==> src/rtl/cir_pkg.sv <==
/*
 Constants, register map and carrier types for the identification responder.
 Assumes an APB master on pclk/presetn and 32-bit data.
*/
// Summary of operation
// - Selector 0: highest selector 2, vendor string
// - Selector 1: stepping, model, family, type fields
// - Selector 1: flags in D, B/C reserved
// - Bit 7: machine check enable supported
// - Bit 8: eight-byte compare-exchange supported
// - Bit 9: interrupt controller present and enabled
// - Bit 12: memory type range registers present
// - Bit 13: global page enable supported
// - Bit 14: machine check capability register present
// - Bit 15: conditional move supported
// - Selector 2 fills all four results
// - Selector 2: low byte of A is 1
// - Selector 2: bit 31 zero means valid
// - Valid registers carry one-byte descriptors
// - Codes 00H, 01H, 02H defined
// - Codes 03H, 04H, 0AH defined
// - Codes 06H, 41H, 42H, 43H defined
// - Selector 2 values: A 03020101H, D 06040A42H
// - Higher selectors return reserved undefined data
// - Flag one means feature supported
package cir_pkg;

   // ------------------------------------------------------------
   // Register offsets (byte addresses)
   // ------------------------------------------------------------
   localparam logic [11:0] CIR_OFF_SEL = 12'h000;
   localparam logic [11:0] CIR_OFF_REG_A = 12'h004;
   localparam logic [11:0] CIR_OFF_REG_B = 12'h008;
   localparam logic [11:0] CIR_OFF_REG_C = 12'h00C;
   localparam logic [11:0] CIR_OFF_REG_D = 12'h010;
   localparam logic [11:0] CIR_OFF_STATUS = 12'h014;

   // ------------------------------------------------------------
   // Selectors and fixed answers
   // ------------------------------------------------------------
   localparam logic [31:0] CIR_SEL_VENDOR = 32'h0000_0000;
   localparam logic [31:0] CIR_SEL_VERSION = 32'h0000_0001;
   localparam logic [31:0] CIR_SEL_CACHE = 32'h0000_0002;
   localparam logic [31:0] CIR_MAX_SEL = 32'h0000_0002;
   localparam logic [31:0] CIR_SEL_RESET = 32'h0000_0000;

   // Version field positions
   localparam int CIR_STEP_LSB = 0;
   localparam int CIR_MODEL_LSB = 4;
   localparam int CIR_FAMILY_LSB = 8;
   localparam int CIR_PTYPE_LSB = 12;

   // Feature flag positions
   localparam int CIR_FB_MCE = 7;
   localparam int CIR_FB_CX8 = 8;
   localparam int CIR_FB_PIC = 9;
   localparam int CIR_FB_MTR = 12;
   localparam int CIR_FB_GPG = 13;
   localparam int CIR_FB_MCA = 14;
   localparam int CIR_FB_CMV = 15;

   // Cache descriptor codes
   localparam logic [7:0] CIR_DSC_NULL = 8'h00;
   localparam logic [7:0] CIR_DSC_ITB_4K = 8'h01;
   localparam logic [7:0] CIR_DSC_ITB_4M = 8'h02;
   localparam logic [7:0] CIR_DSC_DTB_4K = 8'h03;
   localparam logic [7:0] CIR_DSC_DTB_4M = 8'h04;
   localparam logic [7:0] CIR_DSC_IC_8K = 8'h06;
   localparam logic [7:0] CIR_DSC_DC_8K = 8'h0A;
   localparam logic [7:0] CIR_DSC_UC_128K = 8'h41;
   localparam logic [7:0] CIR_DSC_UC_256K = 8'h42;
   localparam logic [7:0] CIR_DSC_UC_512K = 8'h43;
   localparam logic [7:0] CIR_CACHE_ITER = 8'h01;

   // Undefined content for reserved answers is pinned to this value
   localparam logic [31:0] CIR_RSVD_WORD = 32'h0000_0000;

   // Result quadruple
   typedef struct packed {
      logic [31:0] a;
      logic [31:0] b;
      logic [31:0] c;
      logic [31:0] d;
   } cir_result_s;

   // Whole module state
   typedef struct packed {
      logic [31:0] sel;
      cir_result_s res;
      logic [31:0] prdata;
      logic pready;
      logic pslverr;
      logic done;
   } cir_state_s;

endpackage : cir_pkg

==> src/rtl/cir_responder.sv <==
/*
 Identification responder: software writes a selector, the block answers with
 four constant result words. Assumes an APB master on pclk with presetn.
*/
// Added by the designer: the register offsets and the APB slave port.
`timescale 1ns/1ps
module cir_responder
   import cir_pkg::*;
#(
   // Identification words: arbitrary neutral values
   parameter logic [31:0] VENDOR_B = 32'h4142_4344,
   parameter logic [31:0] VENDOR_D = 32'h4546_4748,
   parameter logic [31:0] VENDOR_C = 32'h494A_4B4C,
   parameter logic [3:0] STEPPING = 4'h0,
   parameter logic [3:0] MODEL = 4'h1,
   parameter logic [3:0] FAMILY = 4'h6,
   parameter logic [1:0] PTYPE = 2'h0,
   // Bits 0..6 are defined elsewhere; supplied as a parameter
   parameter logic [6:0] LOW_FLAGS = 7'h00,
   parameter bit HAS_MCE = 1'b1,
   parameter bit HAS_CX8 = 1'b1,
   parameter bit HAS_PIC = 1'b1,
   parameter bit HAS_MTR = 1'b1,
   parameter bit HAS_GPG = 1'b1,
   parameter bit HAS_MCA = 1'b1,
   parameter bit HAS_CMV = 1'b1
)(
   input wire logic pclk,
   input wire logic presetn,
   input wire logic psel,
   input wire logic penable,
   input wire logic pwrite,
   input wire logic [11:0] paddr,
   input wire logic [31:0] pwdata,
   output logic [31:0] prdata,
   output logic pready,
   output logic pslverr
);

   // ------------------------------------------------------------
   // Parameter checks
   // ------------------------------------------------------------
   if (PTYPE == 2'h3)
   begin : g_bad_ptype
      $error("Processor type code 3 is reserved");
   end

   // ------------------------------------------------------------
   // Constant answers
   // ------------------------------------------------------------
   logic [31:0] flags_w;
   logic [31:0] version_w;

   // Flag word, one bit per capability; others stay zero
   always_comb
   begin
      flags_w = 32'h0000_0000;
      flags_w[6:0] = LOW_FLAGS;
      flags_w[CIR_FB_MCE] = HAS_MCE;
      flags_w[CIR_FB_CX8] = HAS_CX8;
      flags_w[CIR_FB_PIC] = HAS_PIC;
      flags_w[CIR_FB_MTR] = HAS_MTR;
      flags_w[CIR_FB_GPG] = HAS_GPG;
      flags_w[CIR_FB_MCA] = HAS_MCA;
      flags_w[CIR_FB_CMV] = HAS_CMV;
   end

   // Version word; bits above 13 reserved as zero
   always_comb
   begin
      version_w = 32'h0000_0000;
      version_w[CIR_STEP_LSB +: 4] = STEPPING;
      version_w[CIR_MODEL_LSB +: 4] = MODEL;
      version_w[CIR_FAMILY_LSB +: 4] = FAMILY;
      version_w[CIR_PTYPE_LSB +: 2] = PTYPE;
   end

   // Answer table; cache words have bit 31 clear, so all are valid
   function automatic cir_result_s answer(input logic [31:0] s);
      cir_result_s r;
      r = '{a: CIR_RSVD_WORD, b: CIR_RSVD_WORD, c: CIR_RSVD_WORD, d: CIR_RSVD_WORD};
      if (s == CIR_SEL_VENDOR)
      begin
         r.a = CIR_MAX_SEL;
         r.b = VENDOR_B;
         r.d = VENDOR_D;
         r.c = VENDOR_C;
      end
      else if (s == CIR_SEL_VERSION)
      begin
         r.a = version_w;
         r.d = flags_w;
      end
      else if (s == CIR_SEL_CACHE)
      begin
         // One byte per descriptor, low byte of A is the iteration count
         r.a = {CIR_DSC_DTB_4K, CIR_DSC_ITB_4M, CIR_DSC_ITB_4K, CIR_CACHE_ITER};
         r.b = {4{CIR_DSC_NULL}};
         r.c = {4{CIR_DSC_NULL}};
         r.d = {CIR_DSC_IC_8K, CIR_DSC_DTB_4M, CIR_DSC_DC_8K, CIR_DSC_UC_256K};
      end
      return r;
   endfunction : answer

   // ------------------------------------------------------------
   // State and APB slave
   // ------------------------------------------------------------
   cir_state_s s_q;
   cir_state_s s_d;
   logic setup_w;

   assign setup_w = psel & ~penable;

   // Answer in access phase with no wait state, decided at setup
   always_comb
   begin
      s_d = s_q;
      s_d.pready = 1'b0;
      s_d.pslverr = 1'b0;
      if (setup_w)
      begin
         // Decode here so the access phase sees a registered answer
         s_d.pready = 1'b1;
         s_d.prdata = 32'h0000_0000;
         unique case (paddr)
            CIR_OFF_SEL: s_d.prdata = s_q.sel;
            CIR_OFF_REG_A: s_d.prdata = s_q.res.a;
            CIR_OFF_REG_B: s_d.prdata = s_q.res.b;
            CIR_OFF_REG_C: s_d.prdata = s_q.res.c;
            CIR_OFF_REG_D: s_d.prdata = s_q.res.d;
            CIR_OFF_STATUS: s_d.prdata = {31'h0000_0000, s_q.done};
            default: s_d.pslverr = 1'b1;
         endcase
         if (pwrite && paddr != CIR_OFF_SEL)
         begin
            s_d.pslverr = 1'b1; // Results are read-only
         end
      end
      else if (psel && penable && s_q.pready && pwrite && !s_q.pslverr)
      begin
         // Selector write issues the request; results follow next edge
         s_d.sel = pwdata;
         s_d.res = answer(pwdata);
         s_d.done = 1'b1;
      end
   end

   // State register
   always_ff @(posedge pclk or negedge presetn)
   begin
      if (!presetn)
      begin
         // Reset selector is 0, so the results must already hold its answer
         s_q <= '{sel: CIR_SEL_RESET,
                  res: '{a: CIR_MAX_SEL, b: VENDOR_B, c: VENDOR_C, d: VENDOR_D},
                  prdata: 32'h0000_0000, pready: 1'b0, pslverr: 1'b0, done: 1'b0};
      end
      else
      begin
         s_q <= s_d;
      end
   end

   assign prdata = s_q.prdata;
   assign pready = s_q.pready;
   assign pslverr = s_q.pslverr;

endmodule : cir_responder

==> config.mk <==
export PLATFORM = sky130hd
export DESIGN_NAME = cir_responder
export DESIGN_NICKNAME = d
export VERILOG_FILES = /design/src/rtl/cir_pkg.sv /design/src/rtl/cir_responder.sv
export SDC_FILE = /design/constraint.sdc
export NUM_CORES = 1
export LEC_CHECK = 0
export BUFFER_PORTS_ARGS = -buffer_cell sky130_fd_sc_hd__buf_2
export CAP_MARGIN = 20
export CORE_ASPECT_RATIO = 1.1
export CORE_MARGIN = 2
export CORE_UTILIZATION = 35
export CTS_CLUSTER_SIZE = 12
export DETAILED_ROUTE_END_ITERATION = 10
export PLACE_DENSITY = 0.67
export SLEW_MARGIN = 40
export SYNTH_ARGS = -nofsm -noshare
export SYNTH_HDL_FRONTEND = slang
export SYNTH_SLANG_ARGS = --single-unit
==> constraint.sdc <==
create_clock -name pclk -period 3.1 [get_ports pclk]
set_input_delay 0.62 -clock pclk [delete_from_list [all_inputs] [get_ports pclk]]
set_output_delay 0.62 -clock pclk [all_outputs]
set_load 0.1 [all_outputs]
# Yosys cells after proc, flatten, opt, wreduce, memory -nomap -nowiden

Index checks and enable logic that the tools add are counted.

Output and inout bits: 34
Logic and storage cells: 39
Bits of input ports: 49
Flip-flop bits (word level): 195

Equal/unequal tests: 7
Reductions and logical operators: 11
Bitwise gates (word level): 3
Mux-type cells: 9

Operators by type and width:

| cell                                           | count |
|---|---|
| case mux 32 bit (6 select lines)               | 1 |
| 2-to-1 mux 128 bit                             | 1 |
| 2-to-1 mux 122 bit                             | 1 |
| 2-to-1 mux 32 bit                              | 2 |
| 2-to-1 mux 64 bit                              | 1 |
| == test 32 x 1 -> 1 bit, second input constant | 1 |
| == test 32 x 2 -> 1 bit, second input constant | 1 |
| logical NOT 32 bit                             | 1 |
| == test 12 x 4 -> 1 bit, second input constant | 2 |
| == test 12 x 5 -> 1 bit, second input constant | 2 |
| == test 12 x 3 -> 1 bit, second input constant | 1 |
| logical NOT 12 bit                             | 1 |
| nonzero test 12 bit                            | 1 |
| OR reduction 6 bit                             | 1 |
| logical AND 1 bit                              | 5 |
| 2-to-1 mux 1 bit                               | 2 |
| 2-to-1 mux 2 bit                               | 1 |
| NOT 1 bit                                      | 2 |
| AND reduction 2 bit                            | 1 |
| bitwise AND 1 bit                              | 1 |
| logical NOT 1 bit                              | 1 |

# Logic depth before layout (Yosys ltp)

Gate-level depths: netlist of the first run.

Depth after elaboration: 5
Mapped depth: 6
Depth with buffers taken out: 4

# Worst setup path after synthesis of the first run

No wires, ideal clock.

Path type: reg-to-reg
Start: register s_q (netlist bit pslverr)
End: register s_q[165] in the netlist's numbering
Setup time: 0.125 ns
Cell stages (with the launch flop): 5
Arrival time: 2.013 ns
Path buffers: 2
Slack: 0.962 ns
Period minus slack after synthesis: 2.138 ns
Required time: 2.975 ns
Cell sequence: dfrtp_1 > or2_2 > clkbuf_1 > buf_1 > mux2_2

Word-level cells in the longest chain between the ends: 3

Ends and longest elaborated chain:

| item                          | RTL line             | source |
|---|---|---|
| start, declared               | cir_responder.sv:108 | `cir_state_s s_q;` |
| start signal, assigned        | cir_responder.sv:154 | `s_q <= '{sel: CIR_SEL_RESET,` |
| logical NOT 1 bit             | cir_responder.sv:139 | `else if (psel && penable && s_q.pready && pwrite && !s_q.pslverr)` |
| logical AND 1 bit             | cir_responder.sv:139 |  |
| AND reduction 2 bit (no line) | --                   |  |

No other way between the ends.
A chain may end at the register's enable or synchronous reset.

# Final worst setup path of the first run

Start: input port paddr[7]
End: register s_q (netlist bit prdata[4])

Word-level cells in the longest chain between the ends: 2
Elaborated cells between the ends (all ways): 7
Those cells by class: 5 x eq/ne; 1 x mux; 1 x reduce/logical

Ends and longest elaborated chain:

| item                                                  | RTL line             | source |
|---|---|---|
| start, declared                                       | cir_responder.sv:33  | `input wire logic [11:0] paddr,` |
| == test 12 x 5 -> 1 bit, or another cell as far along | cir_responder.sv:125 | `unique case (paddr)` |
| case mux 32 bit (6 select lines) *                    | cir_responder.sv:125 |  |

Every way passes the cells marked *; elsewhere a longest branch is shown, timed or not.

==> results.md, run 1 <==
* CTS HTree Levels at 3
* Fmax at approximately 480 MHz
* Critical path's top delay family: simple AND/OR/NAND/NOR gates
* Placed cell areas at between 3000 and 4000 sq um
* Sink Count at 73
* WHS at roughly 0.28 ns
* Top cell type by total area after synthesis: dfrtp_1
* Switch Pwr at 0.503 mW
* Final Cycle Share at 0.673
* Share of the synthesized area in the top cell type at 0.506
* Crit path max fanout at 19
* Slew Limit Headroom at 0.559
* Die area at approximately 11000 sq um
* Comb power frac at 0.109
* P per Cell Area at about 540 nW/um^2
* DIE WIDTH at roughly 98 um
* Worst Path Required at approximately 3.3 ns
* # diodes at 0
* Worst Path Arrival at around 2.3 ns
* Worst Skew at between 0.006 and 0.007 ns
* CTS Hold Bufs at 0
* Max Root-Sink Buffers at 2
* Crit Path Class: input port to flip-flop
* Setup_tns at 0 ns
* Ys Warns at 0
* Post-cts resize count at 0
* Drt pass-1 iters at 4
* LEAKAGE at 1.89 nW
* # IOs at 83
* DRC at 0
* Worst Tran Pin Value at 0.661 ns
* Status: completed
* Fin. Hold Viols at 0
* Min cycle time layout at roughly 2.1 ns
* Async set-or-reset flop fraction in the synthesized netlist at 1.00
* Share of post-route cells with drive strength above 1 at 0.414
* Primary FF master, synth: dfrtp_1
* Reg2Reg Depth at 4
* Pin count of the biggest net entering global routing at 35
* Final-report max-slew violation count at 0
* Total number of vias at between 2000 and 2500
* Final setup viols at 0
* Via-per-instance ratio at 5.13
* Crit Reg-Reg Endpoint: s_q[141]
* Max incr delay on CP at ~0.57 ns
* Root Driver: clkbuf_8
* Power Internal at between 1.5 and 2 mW
* Fin area at just under 4000 sq um
* Row count at 37
* Buf+Inv Stages, Crit Path at 2
* Drt wl/cell at 16.6 um
* WL final at 7830 um
* Initial antenna violation count at 0
* Mapped cell area at 3410 sq um
* Critical R2R Launch: pready
* Register area share after synthesis at 0.536
* Layout area overhead at 14.0%
* Clk_lat worst skew at roughly 0.34 ns
* CP cell instances: buf_2, or4_1, nor3_4, nand3_1, buf_4, o41ai_1
* Die outline height at ~110 um
* TritonCTS clock tree: yes
* Share of power burned in the clock network at 0.353
* Core area at roughly 9400 sq um
* Post-synth EDFFs at 0
* GR Overflow Total at 0
* 1st-iter DRT viols at 100
* Hold Crit Class: input port to async pin
* Vias in the first global route at about 2400
* Share of power burned in registers at 0.537
* Critical-path top delay cell: or4_1
* Worst IR Drop VDD at around 0.23 mV
* DRT antenna net count at 0
* Reg2reg setup slack at between 1 and 1.5 ns
* Final Util at 0.412
* Max-Cap Viols at 0
* RSZ-0062 raised after global routing: no
* Dpl hpwl at ~6000 um
* CTS buffer count at 9
* Crit end category: flip-flop
* Number of nets in the layout at 400
* First-pass GRT wire length at roughly 12000 um
* Synth unique cells at 37
* Post-CTS Setup Inserts at 0
* I/O Buffers at 82
* Initial Util at 0.362
* Fillers at 928
* Crit start category: input port
* FF+latch count, synth at 73
* Avg Inst Size Synth at about 11 sq um
* Total track usage at 0.153
* Sw Ratio at 0.241
* Syn_nets at ~350
* Synth top area cells: dfrtp_1, mux2_2, buf_4
* Synth Instances at around 300
* GP Congestion at 0.827
* Reg clk slew, reported paths at about 0.07 ns
cells by family after synthesis:
family	count (synthesis)	share of synthesized area
muxes	42	0.136
and+or+nand+nor	71	0.106
buffers and inverters	55	0.0967
AOI/OAI and AO/OA	63	0.125
DFF	73	0.536
state kept, by name, summed over array words and instances, names as in the netlist:
name	flops
pready	1
s_q	39
pslverr	1
prdata	32
cells in the mapped netlist (4+ instances only):
library cell / number
dfrtp_1: 69
nand2_1: 36
mux2_2: 35
buf_4: 32
o21ai_0: 23
clkbuf_1: 11
a21oi_1: 8
a22o_1: 8
mux2i_1: 7
buf_1: 6
nor4_1: 6
a22oi_1: 5
nor2_1: 5
o31ai_1: 5
dfstp_2: 4
o41ai_1: 4
or4_1: 4
how the worst max path moves through the flow:
stage | start | to | slack, ns | depth (start not counted)
after CTS | paddr[7] | prdata[4] | 1.02 | 6
after global placement | paddr[7] | prdata[4] | 0.73 | 6
final | paddr[7] | prdata[4] | 1.01 | 6
after detailed placement | paddr[7] | prdata[4] | 0.65 | 6
after global routing | paddr[7] | prdata[4] | 0.96 | 6
after floorplan | pslverr | s_q[165] | 0.96 | 4
area by class of cell:
type                       instances  area, sq um  share of cell area
inverter                           3         11.3             0.00289
clock inverter                     3         40.0              0.0103
multi-input combinational        176         1250               0.322
timing repair buffer              88          455               0.117
tap                              117          146              0.0376
clock buffer                      12          155              0.0399
sequential                        73         1830               0.471
worst reg2reg max path: stages (launching register included):
cell	delay [ns]
dfrtp_1	0.35
nand4_1	0.08
or2_2	0.54
nand4b_1	0.47
o41ai_1	0.37
per-layer routing:
layer  track usage  wire length [um]  vias up
met3        0.0364               534       12
met2         0.245              3770       88
met4        0.0685               144        0
met1         0.198              3380     1176
met5             0                 0        -
li1              -                 -     1145
cells in the final DEF (no fill, tap or decap), types with 3 or more instances in the layout:
master and instances:
o31ai_1 5, clkbuf_8 11, a21oi_1 8, nand2b_1 3
o21ai_0 23, dfstp_2 4, nor4_1 6, mux2_2 35
mux2i_1 7, a211oi_1 3, a22o_1 8, nor3_1 3
o41ai_1 4, nor2_1 5, inv_1 3, buf_2 82
dfrtp_1 69, nand2_1 36, a22oi_1 5, buf_4 6
or4_1 4
power groups by stage:
stage	Clock [mW]	Combinational, mW	Sequential [mW]
after floorplan	0	0.140	1.11
after global placement	0	0.224	1.13
after detailed placement	0	0.231	1.14
after CTS	0.761	0.231	1.12
after global routing	0.801	0.254	1.13
final	0.737	0.228	1.12
through the flow:
| stage | total power, mW | setup WS (ns) | std cells |
|---|---|---|---|
| final | 2.08 | 1.01 | 472 |
| after global routing | 2.19 | 0.965 | 472 |
| after CTS | 2.11 | 1.02 | 472 |
| after detailed placement | 1.37 | 0.650 | 457 |
| after global placement | 1.36 | 0.731 | 457 |
| after floorplan | 1.25 | 0.962 | 304 |
Note: power is estimated with default switching activity, not from simulation.
==> run 2, diff against run 1 <==
--- a/config.mk
+++ b/config.mk
@@ -5,6 +5,7 @@
 export SDC_FILE = /design/constraint.sdc
 export NUM_CORES = 1
 export LEC_CHECK = 0
+export ABC_AREA = 1
 export BUFFER_PORTS_ARGS = -buffer_cell sky130_fd_sc_hd__buf_2
 export CAP_MARGIN = 20
 export CORE_ASPECT_RATIO = 1.1
==> constraint.sdc (replaced) <==
create_clock -name pclk -period 2.05 [get_ports pclk]
set_input_delay 0.41 -clock pclk [delete_from_list [all_inputs] [get_ports pclk]]
set_output_delay 0.41 -clock pclk [all_outputs]
set_load 0.1 [all_outputs]
==> run 2 against run 1 <==
  * Setup slack got worse by 0.52 ns
  * Non-clock buffer count increased by 1
  * Register-to-register slack lost 0.46 ns
  * Count of clock-buffer cells in the layout is 1 higher
  * Combinational power increased by 59%
  * Hold slack got worse by 0.22 ns
  * Clock skew is 0.0011 ns lower
  * Core utilization is 0.57 points higher
  * Power up 68%
  * Critical path type is now flip-flop to output port
  * Final area up 12%
  * Global-route usage is 1.3 points higher
==> results.md, run 2 <==
* Ys Warns at 0 (unchanged)
* Vias in the first global route at 2935 (+22%)
* Max-Cap Viols at 0 (unchanged)
* Mapped cell area at 3740 sq um (+9.5%)
* Placed cells at 664 (+45%)
* Max reg flops at 39 (unchanged)
* Post-synthesis adder-cell area fraction at 0 (unchanged)
* CTS HTree Levels at 3 (unchanged)
* Initial Util at 0.360 (-0.00174)
* Most common cell after layout, fill and taps aside: nand2_1
* Initial antenna violation count at 0 (unchanged)
* Row count at 39 (+5.4%)
* Post-synth EDFFs at 0 (unchanged)
* Post-cts resize count at 0 (unchanged)
* # IOs at 83 (unchanged)
* Die area at 11500 sq um (+9.2%)
* P per Cell Area at 805 nW/um^2 (+50%)
* Top cell type by total area after synthesis: dfrtp_1
* Avg Inst Size Synth at 7.78 sq um (-31%)
* Synth top cells by count: nand2_1, dfrtp_1, nor2_1
* Crit path max fanout at 2 (-17)
* Core area at 10400 sq um (+10%)
* Fmax at ~640 MHz
* Final-report max-slew violation count at 0 (unchanged)
* CTS Hold Bufs at 0 (unchanged)
* 1st-iter DRT viols at 169 (+69%)
* Fin area at 4340 sq um (+12%)
* Reg with most FFs: s_q
* Final Cycle Share at 0.760
* FF+latch count, synth at 73 (unchanged)
* CP cell instances: buf_2
* Total track usage at 0.166 (+0.0132)
* Crit Reg-Reg Endpoint: s_q[194]
* Fin. Hold Viols at 0 (unchanged)
* Count leader, synth: nand2_1
* GP Congestion at 0.969 (+17%)
* Worst Tran Pin Value at 0.589 ns (-0.0725 ns)
* Dpl hpwl at 7010 um (+17%)
* Pin count of the biggest net entering global routing at 42 (+20%)
* Post-synthesis compound-gate area fraction at 0.0602 (-0.0647)
* Drt pass-1 iters at 6 (+2)
* Crit end category: output port
* Largest family of logic cells by synthesized area: simple AND/OR/NAND/NOR gates
* Worst Path Arrival at 1.15 ns (-1.18 ns)
* Synth Area in XOR/XNOR at 0 (unchanged)
* Non-Filler Instances at 680 (+44%)
* Total number of vias at 3090 (+28%)
* DIE WIDTH at 103 um (+4.5%)
* Primary FF master, synth: dfrtp_1
* Min cycle time layout at roughly 1.6 ns
* Reg2reg setup slack at 0.71 ns (-0.46 ns)
* Slew Limit Headroom at 0.607 (+0.0478)
* WL final at 9200 um (+17%)
* DRT antenna net count at 0 (unchanged)
* Syn_nets at 530 (+50%)
* Critical-path top delay cell: buf_2
* Reg2Reg Depth at 7 (+3)
* Simple-gate share of the synthesized area at 0.323 (+0.217)
* First-pass GRT wire length at 14800 um (+19%)
* Register area share after synthesis at 0.490 (-0.0467)
* Setup_tns at 0 ns (unchanged)
* Status: completed
* Worst Path Required at 1.64 ns (-1.70 ns)
* Crit path depth at 1 (-5)
* Layout area overhead at 16.1%
* Async set-or-reset flop fraction in the synthesized netlist at 1.00 (unchanged)
* Crit path capture: prdata[5]
* Share of post-route cells with drive strength above 1 at 0.250 (-0.165)
* Via-per-instance ratio at 4.54 (-11%)
* Critical path's top delay family: buffers and inverters
* TritonCTS clock tree: yes
* I/O Buffers at 82 (unchanged)
* Worst IR Drop VDD at 0.321 mV (+37%)
* Hold Crit Class: input port to async pin
* CP Launch Point: prdata[5]
* LEAKAGE at 2.42 nW (+28%)
* Root Driver: clkbuf_16
* GR Overflow Total at 0 (unchanged)
* # diodes at 0 (unchanged)
* Worst Skew at 0.00514 ns (-0.00107 ns)
* Buf+Inv Stages, Crit Path at 1 (-1)
* Reg clk slew, reported paths at 0.06 ns (about the same)
* Most frequent cells in the layout: nand2_1, buf_2, dfrtp_1, nor2_1, inv_1
* DRC at 0 (unchanged)
* Synth unique cells at 27 (-27%)
* Crit start category: flip-flop
* Placed cell areas at 4070 sq um (+10%)
* Drt wl/cell at 13.5 um (-18%)
* Critical R2R Launch: pready
* WHS at 0.0594 ns (-0.217 ns)
* Final setup viols at 0 (unchanged)
* Crit Path Class: flip-flop to output port
* Max incr delay on CP at 0.44 ns (-0.13 ns)
* Number of nets in the layout at 581 (+45%)
* CTS buffer count at 9 (unchanged)
* Die outline height at 112 um (+4.5%)
* Max Root-Sink Buffers at 2 (unchanged)
* RSZ-0062 raised after global routing: no
* Post-CTS Setup Inserts at 0 (unchanged)
* Sink Count at 73 (unchanged)
* Synth top area cells: dfrtp_1, nand2_1, buf_4
* Share of the synthesized area in the top cell type at 0.462 (-0.0440)
* Synth Instances at 481 (+58%)
* Mux contribution to synthesized area at 0 (-0.136)
* Clk_lat worst skew at 0.33 ns (about the same)
[run 2: cell count changes after synthesis, moves of 6 or more]
cell and delta:
nor4_1 -6, buf_1 -6, mux2i_1 -7, a22o_1 -8, nand2_1 +148, mux2_2 -35, inv_1 +26, nor2_1 +37
nor2_2 +7, nand3_1 +25, o21ai_1 +9
[run 2: per-layer routing]
layer,vias up,wire length (um),part of all wire,global-route usage
li1,1569,-,-,-
met4,0,155,0.017,0.0542
met3,10,489,0.053,0.0442
met5,-,0,0,0
met2,93,4470,0.49,0.258
met1,1418,4080,0.44,0.226
[run 2: stage by stage]
step	util	power [mW]	setup slack, ns
2_1_floorplan	-	1.89	0.292
3_3_place_gp	0.391	2.06	0.414
3_5_place_dp	0.391	2.08	0.348
4_1_cts	0.418	3.52	0.488
5_1_grt	0.418	3.65	0.468
6_report	0.418	3.50	0.491
[run 2: power by group]
group | leakage, nW | switching (mW) | total (mW) | internal, mW
logic | 1.33 | 0.234 | 0.362 | 0.127
clock network | 0.139 | 0.556 | 1.43 | 0.878
registers | 0.956 | 0.0966 | 1.70 | 1.60
[run 2: cell families (layout without fill, tap and decap cells)]
| group | count (synthesis) | after routing |
|---|---|---|
| compound gates | 42 | 42 |
| simple gates | 281 | 281 |
| buf+inv | 85 | 141 |
| flops | 73 | 73 |
[run 2: worst min path at each step]
stage             from   endpoint  slack (ns)
6_report       presetn   s_q[182]        0.06
5_1_grt        presetn   s_q[182]         0.1
3_3_place_gp   presetn   s_q[182]        0.42
2_1_floorplan  presetn  prdata[0]        0.11
3_5_place_dp   presetn   s_q[182]        0.43
4_1_cts        presetn   s_q[182]        0.07
[run 2: area by class of cell]
type	count	area, sq um
tap	143	179
sequential	73	1830
clock buffer	13	260
clock inverter	3	15.0
fill	1087	6050
inverter	36	138
timing repair buffer	89	488
multi-input combinational	323	1430
